$ cat src/inc/ddm_pkg.sv
// Shared constants of the driver diagnostics monitor
package ddm_pkg;
  // Coil and measurement widths
  localparam int COILS = 3;
  localparam int COIL_W = 8;
  localparam int LOAD_W = 10;
  localparam int CS_W = 5;
  localparam int GATE_W = 2;
  localparam int STAT_W = 20;
  // Coil current magnitude below this is too low to judge a coil (1/16 of full scale)
  localparam int COIL_FULL = 2 ** COIL_W;
  localparam logic [COIL_W-1:0] CUR_LOW_LIM = COIL_W'(COIL_FULL / 16);
  // Load result range and reset value (light load)
  localparam logic [LOAD_W-1:0] LOAD_MAX = 10'h3ff;
  localparam logic [LOAD_W-1:0] LOAD_ZERO = 10'h000;
  // Fullsteps per raw measurement and samples averaged in filtered mode
  localparam logic [1:0] STEPS_PER_MEAS = 2'h2;
  localparam logic [1:0] FILT_SAMPLES = 2'h3;
  // Divide by three as multiply and shift, exact for sums below 8192
  localparam logic [23:0] DIV3_MUL = 24'h000aab;
  localparam int DIV3_SHIFT = 13;
  localparam int ACC_W = 12;
  // Gate current settings that receive temperature compensation
  localparam logic [3:0] GATE_TC_MASK = 4'h6;
  localparam logic [GATE_W-1:0] GATE_MAX = 2'h3;
  // Current scale reset value
  localparam logic [CS_W-1:0] CS_RESET = 5'h00;
  // Indexes of asynchronous pins in the synchroniser
  localparam int PIN_VCC = 0;
  localparam int PIN_VS = 1;
  localparam int PIN_TPW = 2;
  localparam int PIN_TSD = 3;
  localparam int PIN_SCK = 4;
  localparam int PIN_CSN = 5;
  localparam int PIN_SDI = 6;
  localparam int PINS = 7;
  // Status response word layout
  localparam int ST_SHUT = 0;
  localparam int ST_PREW = 1;
  localparam int ST_OPEN_LSB = 2;
  localparam int ST_CS_LSB = 5;
  localparam int ST_LOAD_LSB = 10;
endpackage : ddm_pkg

$ cat src/inc/ddm_coil_if.sv
// Per-coil activity and open coil result between top and detector
`timescale 1ns/1ps
`default_nettype none
interface ddm_coil_if;
  logic polarity;
  logic chop_evt;
  logic target_miss;
  logic cur_low;
  logic fullstep;
  logic clear;
  logic open_flag;
  modport src (output polarity, output chop_evt, output target_miss, output cur_low,
               output fullstep, output clear, input open_flag);
  modport mon (input polarity, input chop_evt, input target_miss, input cur_low,
               input fullstep, input clear, output open_flag);
endinterface : ddm_coil_if
`default_nettype wire

$ cat src/ddm_open_load.sv
// Open coil detector for one phase
`timescale 1ns/1ps
`default_nettype none
module ddm_open_load (
  // Clock and reset
  input wire logic core_clk,
  input wire logic reset_n,
  // Coil activity
  ddm_coil_if.mon cif
);
  typedef struct packed {
    logic pol_q;
    logic chop_seen;
    logic miss_seen;
    logic flag;
  } ddm_ol_s;

  ddm_ol_s st_ff;
  ddm_ol_s nxt_st;
  logic toggle;

  ////////////////////////////////////////////////////////////////
  // Interval bookkeeping and flag update
  assign toggle = cif.polarity ^ st_ff.pol_q;

  always_comb begin
    nxt_st = st_ff;
    nxt_st.pol_q = cif.polarity;
    if (cif.clear) begin
      nxt_st = '0;
      nxt_st.pol_q = cif.polarity;
    end else if (toggle) begin
      // Too little current gives no chopper events, so keep old flag
      if (!cif.cur_low) begin
        nxt_st.flag = !st_ff.chop_seen || (cif.fullstep && st_ff.miss_seen);
      end
      // Event in the toggle cycle belongs to the new interval
      nxt_st.chop_seen = cif.chop_evt;
      nxt_st.miss_seen = cif.target_miss;
    end else begin
      nxt_st.chop_seen = st_ff.chop_seen | cif.chop_evt;
      nxt_st.miss_seen = st_ff.miss_seen | cif.target_miss;
    end
  end

  always_ff @(posedge core_clk or negedge reset_n) begin
    if (!reset_n) begin
      st_ff <= '0;
    end else begin
      st_ff <= nxt_st;
    end
  end

  assign cif.open_flag = st_ff.flag;
endmodule : ddm_open_load
`default_nettype wire

$ cat src/ddm_load_filter.sv
// Load measurement sampler with optional three-sample average
`timescale 1ns/1ps
`default_nettype none
module ddm_load_filter (
  // Clock and reset
  input wire logic core_clk,
  input wire logic reset_n,
  // Control
  input wire logic clear,
  input wire logic filter_en,
  // Raw measurement
  input wire logic fullstep_pulse,
  input wire logic [ddm_pkg::LOAD_W-1:0] raw_value,
  // Result
  output logic [ddm_pkg::LOAD_W-1:0] result,
  output logic updated
);
  import ddm_pkg::*;

  typedef struct packed {
    logic [1:0] step_cnt;
    logic [1:0] samp_cnt;
    logic [ACC_W-1:0] acc;
    logic [LOAD_W-1:0] res;
    logic upd;
  } ddm_lf_s;

  ddm_lf_s st_ff;
  ddm_lf_s nxt_st;
  logic [ACC_W-1:0] sum;

  // Average of three samples
  function automatic logic [LOAD_W-1:0] avg3(input logic [ACC_W-1:0] s);
    logic [23:0] prod;
    prod = 24'(s) * DIV3_MUL;
    avg3 = LOAD_W'(prod >> DIV3_SHIFT);
  endfunction : avg3

  ////////////////////////////////////////////////////////////////
  // Sample every second fullstep, publish direct or averaged
  assign sum = st_ff.acc + ACC_W'(raw_value);

  always_comb begin
    nxt_st = st_ff;
    nxt_st.upd = 1'b0;
    if (clear) begin
      nxt_st = '0;
      nxt_st.res = LOAD_MAX;
    end else if (fullstep_pulse) begin
      if (st_ff.step_cnt == STEPS_PER_MEAS - 2'h1) begin
        nxt_st.step_cnt = 2'h0;
        if (!filter_en) begin
          nxt_st.res = raw_value;
          nxt_st.upd = 1'b1;
          nxt_st.acc = '0;
          nxt_st.samp_cnt = 2'h0;
        end else if (st_ff.samp_cnt == FILT_SAMPLES - 2'h1) begin
          nxt_st.res = avg3(sum);
          nxt_st.upd = 1'b1;
          nxt_st.acc = '0;
          nxt_st.samp_cnt = 2'h0;
        end else begin
          nxt_st.acc = sum;
          nxt_st.samp_cnt = st_ff.samp_cnt + 2'h1;
        end
      end else begin
        nxt_st.step_cnt = st_ff.step_cnt + 2'h1;
      end
    end
  end

  always_ff @(posedge core_clk or negedge reset_n) begin
    if (!reset_n) begin
      st_ff <= '0;
      st_ff.res <= LOAD_MAX;
    end else begin
      st_ff <= nxt_st;
    end
  end

  assign result = st_ff.res;
  assign updated = st_ff.upd;
endmodule : ddm_load_filter
`default_nettype wire

$ cat src/ddm_top.sv
// Driver diagnostics monitor: open coil, temperature, undervoltage, load, status readout
`timescale 1ns/1ps
`default_nettype none
// Behaviour
// - Open coil flag set when no chopper event in the last constant polarity interval.
// - Each phase re-evaluates its open coil flag at every polarity toggle.
// - Open coil flag held while coil current is below one sixteenth of full scale.
// - In fullstep mode a missed target current within a step also flags open coil.
// - Prewarning flag follows the lower temperature comparator; driver keeps running.
// - Upper temperature comparator switches driver off and sets shutdown flag.
// - Compensated gate settings get one step more drive while prewarning is active.
// - Logic supply low or driver supply low both mean undervoltage.
// - Undervoltage resets control logic, disables driver, turns all MOSFETs off.
// - During undervoltage serial output is zero and nothing shifts through.
// - Undervoltage clears current scale; host reads it back as zero.
// - Load result falls toward zero as mechanical load rises.
// - Stall pin is high while load result reads zero.
// - Load result is unsigned 0 to 1023, larger meaning lighter load.
// - Load result updates every two fullsteps, or averages three over six.
module ddm_top #(
  parameter logic [3:0] TC_MASK = ddm_pkg::GATE_TC_MASK
) (
  // Clock and reset
  input wire logic core_clk,
  input wire logic reset_n,
  // Supply and temperature comparators, asynchronous
  input wire logic vcc_low_in,
  input wire logic vs_low_in,
  input wire logic temp_prewarn_in,
  input wire logic temp_shutdown_in,
  // Coil activity from chopper, core_clk domain
  input wire logic [ddm_pkg::COILS-1:0] coil_polarity,
  input wire logic [ddm_pkg::COILS-1:0] chop_event,
  input wire logic [ddm_pkg::COILS-1:0] target_miss,
  input wire logic [ddm_pkg::COILS-1:0][ddm_pkg::COIL_W-1:0] coil_current,
  input wire logic fullstep_mode,
  // Load measurement, core_clk domain
  input wire logic fullstep_pulse,
  input wire logic [ddm_pkg::LOAD_W-1:0] load_raw,
  input wire logic load_filter_enable,
  // Configuration, core_clk domain
  input wire logic cs_write,
  input wire logic [ddm_pkg::CS_W-1:0] cs_value,
  input wire logic [ddm_pkg::GATE_W-1:0] gate_setting,
  // Serial status readout, asynchronous pins
  input wire logic spi_sck,
  input wire logic spi_csn,
  input wire logic spi_sdi,
  output logic spi_sdo,
  // Diagnostics
  output logic [ddm_pkg::COILS-1:0] open_coil_flag,
  output logic heat_prewarn_flag,
  output logic heat_shutdown_flag,
  output logic undervoltage,
  // Load result
  output logic [ddm_pkg::LOAD_W-1:0] load_measure_result,
  output logic load_updated,
  output logic stall_indicator_pin,
  // Driver control
  output logic [ddm_pkg::CS_W-1:0] actual_current_scale_readback,
  output logic [ddm_pkg::GATE_W-1:0] gate_current_eff,
  output logic driver_enable,
  output logic mosfet_off
);
  import ddm_pkg::*;

  // All monitor state in one record; only the two synchroniser
  // stages touch pins, every other field is plain core_clk
  // state that the next-state logic may read directly
  typedef struct packed {
    logic [PINS-1:0] sync1;
    logic [PINS-1:0] sync2;
    logic sck_q;
    logic csn_q;
    logic [STAT_W-1:0] sr;
    logic sdo;
    logic prewarn;
    logic shutdown;
    logic uv;
    logic [CS_W-1:0] cs;
    logic [GATE_W-1:0] gate;
    logic stall;
    logic drv_en;
  } ddm_top_s;

  ddm_top_s st_ff;
  ddm_top_s nxt_st;

  // Combinational helpers
  logic [PINS-1:0] pins_raw;
  logic uv_now;
  logic [LOAD_W-1:0] load_res;
  logic load_upd;
  logic [COILS-1:0] open_flags;
  logic [STAT_W-1:0] status_word;
  logic sck_rise;
  logic csn_fall;

  // A warm chip already at the top setting keeps it; there is
  // no stronger drive left to step up to
  // Gate setting with temperature compensation, saturating at the top setting
  function automatic logic [GATE_W-1:0] gate_comp(input logic [GATE_W-1:0] setting,
                                                   input logic warm,
                                                   input logic [3:0] mask);
    gate_comp = setting;
    if (warm && mask[setting] && setting != GATE_MAX) begin
      gate_comp = setting + GATE_W'(1);
    end
  endfunction : gate_comp

  ////////////////////////////////////////////////////////////////
  // Pin collection for the synchroniser
  // Spare bits default to zero so the pin list can grow
  // without a stale bit reaching the second stage
  always_comb begin
    pins_raw = '0;
    pins_raw[PIN_VCC] = vcc_low_in;
    pins_raw[PIN_VS] = vs_low_in;
    pins_raw[PIN_TPW] = temp_prewarn_in;
    pins_raw[PIN_TSD] = temp_shutdown_in;
    pins_raw[PIN_SCK] = spi_sck;
    pins_raw[PIN_CSN] = spi_csn;
    pins_raw[PIN_SDI] = spi_sdi;
  end

  ////////////////////////////////////////////////////////////////
  // Undervoltage from either supply comparator
  // Not debounced: a pulse that survives both stages resets
  // the control logic, which is the safe direction to err
  assign uv_now = st_ff.sync2[PIN_VCC] | st_ff.sync2[PIN_VS];

  // Serial edges, seen only after the second synchroniser stage
  // Clock idles low and select idles high; the edge registers
  // reset to those levels so no edge appears after reset
  assign sck_rise = st_ff.sync2[PIN_SCK] & ~st_ff.sck_q;
  assign csn_fall = ~st_ff.sync2[PIN_CSN] & st_ff.csn_q;

  ////////////////////////////////////////////////////////////////
  // Open coil detectors, one per phase
  // Step mode is global, so all phases share the qualifier;
  // after undervoltage the first toggle judges a partial
  // interval, because the clear dropped all history
  for (genvar g = 0; g < COILS; g++) begin : g_coil
    ddm_coil_if cif();

    assign cif.polarity = coil_polarity[g];
    assign cif.chop_evt = chop_event[g];
    assign cif.target_miss = target_miss[g];
    // Strict compare: exactly one sixteenth is enough current
    assign cif.cur_low = coil_current[g] < CUR_LOW_LIM;
    assign cif.fullstep = fullstep_mode;
    assign cif.clear = st_ff.uv;
    assign open_flags[g] = cif.open_flag;

    ddm_open_load u_open (
      .core_clk (core_clk),
      .reset_n (reset_n),
      .cif (cif.mon)
    );
  end

  ////////////////////////////////////////////////////////////////
  // Load measurement sampler; cleared with the rest of control logic
  // After a clear the host reads full scale, meaning no load
  // known yet, rather than a value from before the dropout
  ddm_load_filter u_load (
    .core_clk (core_clk),
    .reset_n (reset_n),
    .clear (st_ff.uv),
    .filter_en (load_filter_enable),
    .fullstep_pulse (fullstep_pulse),
    .raw_value (load_raw),
    .result (load_res),
    .updated (load_upd)
  );

  ////////////////////////////////////////////////////////////////
  // Status response word
  // Bit layout, most significant first on the wire:
  //   19..10 load result
  //   9..5   current scale
  //   4..2   open coil flags, coil 2 down to coil 0
  //   1      prewarning
  //   0      shutdown
  // Captured whole at the select edge, so a flag that changes
  // during a frame only shows in the next frame
  always_comb begin
    status_word = '0;
    status_word[ST_SHUT] = st_ff.shutdown;
    status_word[ST_PREW] = st_ff.prewarn;
    status_word[ST_OPEN_LSB +: COILS] = open_flags;
    status_word[ST_CS_LSB +: CS_W] = st_ff.cs;
    status_word[ST_LOAD_LSB +: LOAD_W] = load_res;
  end

  ////////////////////////////////////////////////////////////////
  // Next state of the monitor
  always_comb begin
    nxt_st = st_ff;
    // Synchroniser and edge registers advance every cycle
    nxt_st.sync1 = pins_raw;
    nxt_st.sync2 = st_ff.sync1;
    nxt_st.sck_q = st_ff.sync2[PIN_SCK];
    nxt_st.csn_q = st_ff.sync2[PIN_CSN];
    nxt_st.uv = uv_now;

    // Shutdown latches: a chip cooling below the upper
    // threshold stays off until reset or undervoltage, so the
    // driver never cycles on and off at the trip point
    // Temperature flags; shutdown holds until the next reset or undervoltage
    nxt_st.prewarn = st_ff.sync2[PIN_TPW];
    nxt_st.shutdown = st_ff.shutdown | st_ff.sync2[PIN_TSD];

    // A write in a cycle with undervoltage seen is lost, as
    // the clear further down overrides it
    // Current scale written by configuration logic
    if (cs_write) begin
      nxt_st.cs = cs_value;
    end

    // Effective high side gate current
    nxt_st.gate = gate_comp(gate_setting, st_ff.prewarn, TC_MASK);

    // Stall pin follows the published load result
    // One cycle behind the result, like the other flag outputs
    nxt_st.stall = load_res == LOAD_ZERO;

    // Uses the next shutdown value so the driver drops in the
    // same cycle as the flag rises, not one cycle later
    // Driver runs only without undervoltage and shutdown
    nxt_st.drv_en = !uv_now && !nxt_st.shutdown;

    // The host must hold each clock level for one core clock or more,
    // so the first stage samples it; the later stages only add delay.
    // Faster serial clocks lose edges without any warning.
    // After twenty clocks the received bits reach the output,
    // so a longer frame echoes what the host sent
    // Serial readout: load on select, shift on clock rise
    if (st_ff.sync2[PIN_CSN]) begin
      nxt_st.sdo = 1'b0;
    end else if (csn_fall) begin
      nxt_st.sr = status_word;
      nxt_st.sdo = status_word[STAT_W-1];
    end else if (sck_rise) begin
      // Received bits pass through behind the status word
      nxt_st.sr = {st_ff.sr[STAT_W-2:0], st_ff.sync2[PIN_SDI]};
      nxt_st.sdo = st_ff.sr[STAT_W-2];
    end

    // Placed last so it overrides the current scale, shutdown, gate and serial updates above; the
    // open coil detectors and the load sampler take the
    // registered flag as their clear, one cycle later
    // Undervoltage: control logic back to reset, link silent
    if (uv_now) begin
      nxt_st.cs = CS_RESET;
      nxt_st.shutdown = 1'b0;
      // Weakest gate drive while the supplies are low
      nxt_st.gate = '0;
      // Stall keeps following the result, which the sampler clears
      nxt_st.sr = '0;
      nxt_st.sdo = 1'b0;
    end
  end

  ////////////////////////////////////////////////////////////////
  // State register
  // Asynchronous reset loads constants only; undervoltage
  // takes the synchronous path through the next-state logic
  always_ff @(posedge core_clk or negedge reset_n) begin
    if (!reset_n) begin
      st_ff <= '0;
      // Select idles high; a zero here would fake a select edge
      st_ff.sync1[PIN_CSN] <= 1'b1;
      st_ff.sync2[PIN_CSN] <= 1'b1;
      st_ff.sck_q <= 1'b0;
      st_ff.csn_q <= 1'b1;
      st_ff.cs <= CS_RESET;
    end else begin
      st_ff <= nxt_st;
    end
  end

  ////////////////////////////////////////////////////////////////
  // Outputs
  // Every output comes straight from a flip-flop, except the
  // gate-off level, which is one inverter on the enable
  // Status bits are also brought out as levels for local use
  assign spi_sdo = st_ff.sdo;
  assign open_coil_flag = open_flags;
  assign heat_prewarn_flag = st_ff.prewarn;
  assign heat_shutdown_flag = st_ff.shutdown;
  assign undervoltage = st_ff.uv;
  assign load_measure_result = load_res;
  assign load_updated = load_upd;
  assign stall_indicator_pin = st_ff.stall;
  assign actual_current_scale_readback = st_ff.cs;
  assign gate_current_eff = st_ff.gate;
  assign driver_enable = st_ff.drv_en;
  // MOSFETs off whenever the driver is not enabled
  assign mosfet_off = ~st_ff.drv_en;
endmodule : ddm_top
`default_nettype wire

$ cat config.mk
export PLATFORM = sky130hd
export DESIGN_NAME = ddm_top
export DESIGN_NICKNAME = d
export VERILOG_FILES = /design/src/inc/ddm_pkg.sv /design/src/inc/ddm_coil_if.sv /design/src/ddm_open_load.sv /design/src/ddm_load_filter.sv /design/src/ddm_top.sv
export SDC_FILE = /design/constraint.sdc
export NUM_CORES = 1
export LEC_CHECK = 0
export ABC_AREA = 1
export BUFFER_PORTS_ARGS = -buffer_cell sky130_fd_sc_hd__buf_2
export CAP_MARGIN = 15
export CORE_UTILIZATION = 64
export DETAILED_ROUTE_END_ITERATION = 8
export PLACE_DENSITY = 0.94
export REMOVE_ABC_BUFFERS = 1
export SYNTH_ARGS = -nofsm -noshare
export SYNTH_HDL_FRONTEND = slang
export SYNTH_SLANG_ARGS = --single-unit
$ cat constraint.sdc
create_clock -name core_clk -period 9.6 [get_ports core_clk]
set_clock_uncertainty 0.05 [all_clocks]
set_input_delay 0.96 -clock core_clk [delete_from_list [all_inputs] [get_ports core_clk]]
set_output_delay 0.96 -clock core_clk [all_outputs]
set_load 0.1 [all_outputs]
==> impl_metrics.py <==
metrics = {
    "clock_tree": {
        "cts_tree": "done",
        "post_cts_buffers": 0,
        "cts_hold_buffers": 0,
        "cts.sinks": 87,
        "clk_pin_slew_worst_paths_ns": 0.11,
        "htree_levels": 3,
        "cts_buffers": 9,
        "insertion_delay_ns": 0.38,
        "cts_buffer_depth": 2,
        "cts-root-buf": "clkbuf_8",
        "cts_resized": 0,
    },
    "global_routing": {
        "overflow": 0,
        "grt_pass1_vias": 5920,
        "grt_pass1_wl_um": 27850,
        "antenna_found_initial": 0,
        "grt_max_degree": 88,
        "gr-usage-all-layers": 0.3130,
    },
    "synth": {
        "synth_flop_cell": "dfrtp_1",
        "ys_ff_latch": 87,
        "yosysTopAreaCellShare": 0.2587,
        "synth_top_area_cell": "dfrtp_1",
        "ys_types": 49,
        "netlist_area_um2": 7158,
        "synth.most_common_cell": "nand2_1",
        "ys_seq_area_frac": 0.3064,
        "syn_area_per_cell_um2": 8.294,
        "synthTopCellsByArea": "dfrtp_1 (26%), ha_1 (15%), fa_1 (10%), nand2_1 (8.7%), inv_1 (7.9%)",
        "yosys_warnings": 0,
        "synth_common_cells": "nand2_1 (165), inv_1 (151), ha_1 (85)",
        "syn_inst": 863,
        "synth_edf_count": 0,
        "synth-async-reset-ratio": 1.000,
    },
    "sta": {
        "slew_violations": 0,
        "finalSetupViolCount": 0,
        "fin_crit_sh": 0.6917,
        "period_minus_slack_ns": 6.640,
        "tns_ns": 0,
        "relSlewSlack": 0.5334,
        "finalHoldViolations": 0,
        "worstMarginPinSlew_ns": 0.6974,
        "fmax_mhz": 150.6,
        "rsz0062_at_grt": "no",
    },
    "critical_path": {
        "cpMostUsedCell": "inv_1",
        "cp_max_fo": 5,
        "crit_path_start_kind": "input pin",
        "required_ns": 9.88,
        "crit_path_end_kind": "flip-flop",
        "worstPathArrival_ns": 6.92,
        "critPathMaxStageDelay_ns": 0.57,
        "crit_type": "input pin to flip-flop",
        "slowest_stage": "fa_1",
    },
    "routing": {
        "first_iter_violations": 589,
        "via_per_inst": 5.762,
        "drt_pass1_iterations": 5,
        "wl_per_cell_um": 16.41,
        "num_vias": 6131,
        "antenna_left": 0,
        "routed_wl_um": 17460,
        "drcViolationCount": 0,
    },
    "status": {
        "outcome": "completed",
    },
    "floorplan": {
        "rows": 38,
        "initial_core_util": 0.6574,
        "ios": 91,
        "die-width_um": 107.8,
        "core_um2": 10890,
        "fp.dieH_um": 107.8,
        "dieArea_um2": 11610,
    },
    "cells_and_area": {
        "insertedDiodeCount": 0,
        "drive_above_1_share": 0.1483,
        "nets": 1104,
        "num-fill-cells": 780,
        "fin_cells": 1064,
        "syn_to_final_growth_pct": 8.250,
    },
    "placement": {
        "numPortBuffers": 78,
        "gp_congestion": 0.9777,
        "dp_cells": 1047,
        "dp_hpwl_um": 13640,
    },
    "flow_run": {
        "maxCapViolCount": 0,
    },
    "worst_hold_path": {
        "hp-class": "flip-flop to flip-flop",
    },
    "power": {
        "p_per_area_nw_per_um2": 187.4,
        "peakVddDrop_mv": 0.1064,
        "p_leak_nw": 4.219,
    },
}
final cells by class:
cell class,count,area [um2],share of cell area
Clock buffer,9,123.9,0.01599
Clock inverter,7,75.07,0.009688
Inverter,155,581.8,0.07508
Multi-Input combinational cell,584,4156,0.5364
Sequential cell,87,2193,0.2831
Tap cell,140,175.2,0.02261
Timing Repair Buffer,82,442.9,0.05716
cell usage in the layout, fill, tap and decap left out, types with 5 or more instances in the layout:
cell	instances
a21oi_1	40
o211ai_1	11
ha_1	85
buf_2	77
nand2_1	165
nand4_1	6
inv_1	151
o31ai_1	9
fa_1	37
xor2_1	12
dfrtp_1	74
nor2_1	66
nor3_1	9
dfstp_2	13
nand3_1	30
nand3b_1	5
o21ai_0	50
clkbuf_8	9
power breakdown:
part | internal [mW] | switching, mW | leakage, nW | total (mW)
combinational | 0.277 | 0.531 | 3.01 | 0.808
clock | 0.102 | 0.155 | 0.0981 | 0.258
sequential | 0.380 | 0.00744 | 1.11 | 0.387
critical path, delay by kind of cell:
family / cells / cell delay (ns)
AOI/OAI and AO/OA: 1 / 0.18
adders and majority gates: 7 / 3.04
buffers and inverters: 9 / 0.69
and+or+nand+nor: 16 / 2.04
layer usage:
layer / track usage / part of all wire / vias up
met5: 0 / 0 / -
met1: 0.3994 / 0.41 / 2897
li1: - / - / 2874
met2: 0.5215 / 0.49 / 301
met4: 0.1389 / 0.037 / 0
met3: 0.05266 / 0.066 / 59
final timing paths:
kind	startpoint	endpoint	slack (ns)	cells past startpoint
min reg2reg	nxt_st[35]	st_ff[35]	0.31	0
max reg2reg	u_load.st_ff[13]	u_load.result[9]	3.27	32
min	nxt_st[35]	st_ff[35]	0.31	0
min in group asynchronous	reset_n	st_ff[29]	0.35	1
max	load_raw[2]	u_load.result[9]	2.96	33
max in group asynchronous	reset_n	u_load.result[8]	8.50	2
sequential cells by signal, summed over array words and instances (netlist names), 2 cells and up:
register                       count
actual_current_scale_readback      5
gate_current_eff                   2
g_coil.u_open.cif.open_flag        3
u_load.st_ff                      16
st_ff                             25
nxt_st                            10
g_coil.u_open.st_ff                9
u_load.result                     10
per-stage QoR:
stage / cell area [um2] / util / hold slack, ns / power (mW) / setup slack [ns]
finish: 7749 / 0.7117 / 0.3065 / 1.452 / 2.960
CTS: 7721 / 0.7091 / 0.3080 / 1.435 / 3.058
global route: 7749 / 0.7117 / 0.3089 / 1.564 / 2.477
global placement: 7522 / 0.6909 / 0.2817 / 1.126 / 2.926
detailed placement: 7522 / 0.6909 / 0.2858 / 1.171 / 2.759
floorplan: 6925 / - / 0.2812 / 0.9659 / 3.568
cells by family after synthesis:
kind of cell / after synthesis / share of synthesized area
AO/OA/AOI/OAI: 145 / 0.1222
XOR/XNOR: 18 / 0.02779
adder cells (fa/ha/maj): 122 / 0.2521
buffers and inverters: 192 / 0.1138
flip-flops: 87 / 0.3064
AND/OR/NAND/NOR: 299 / 0.1778
No activity file was read; power rests on OpenSTA's default activity.
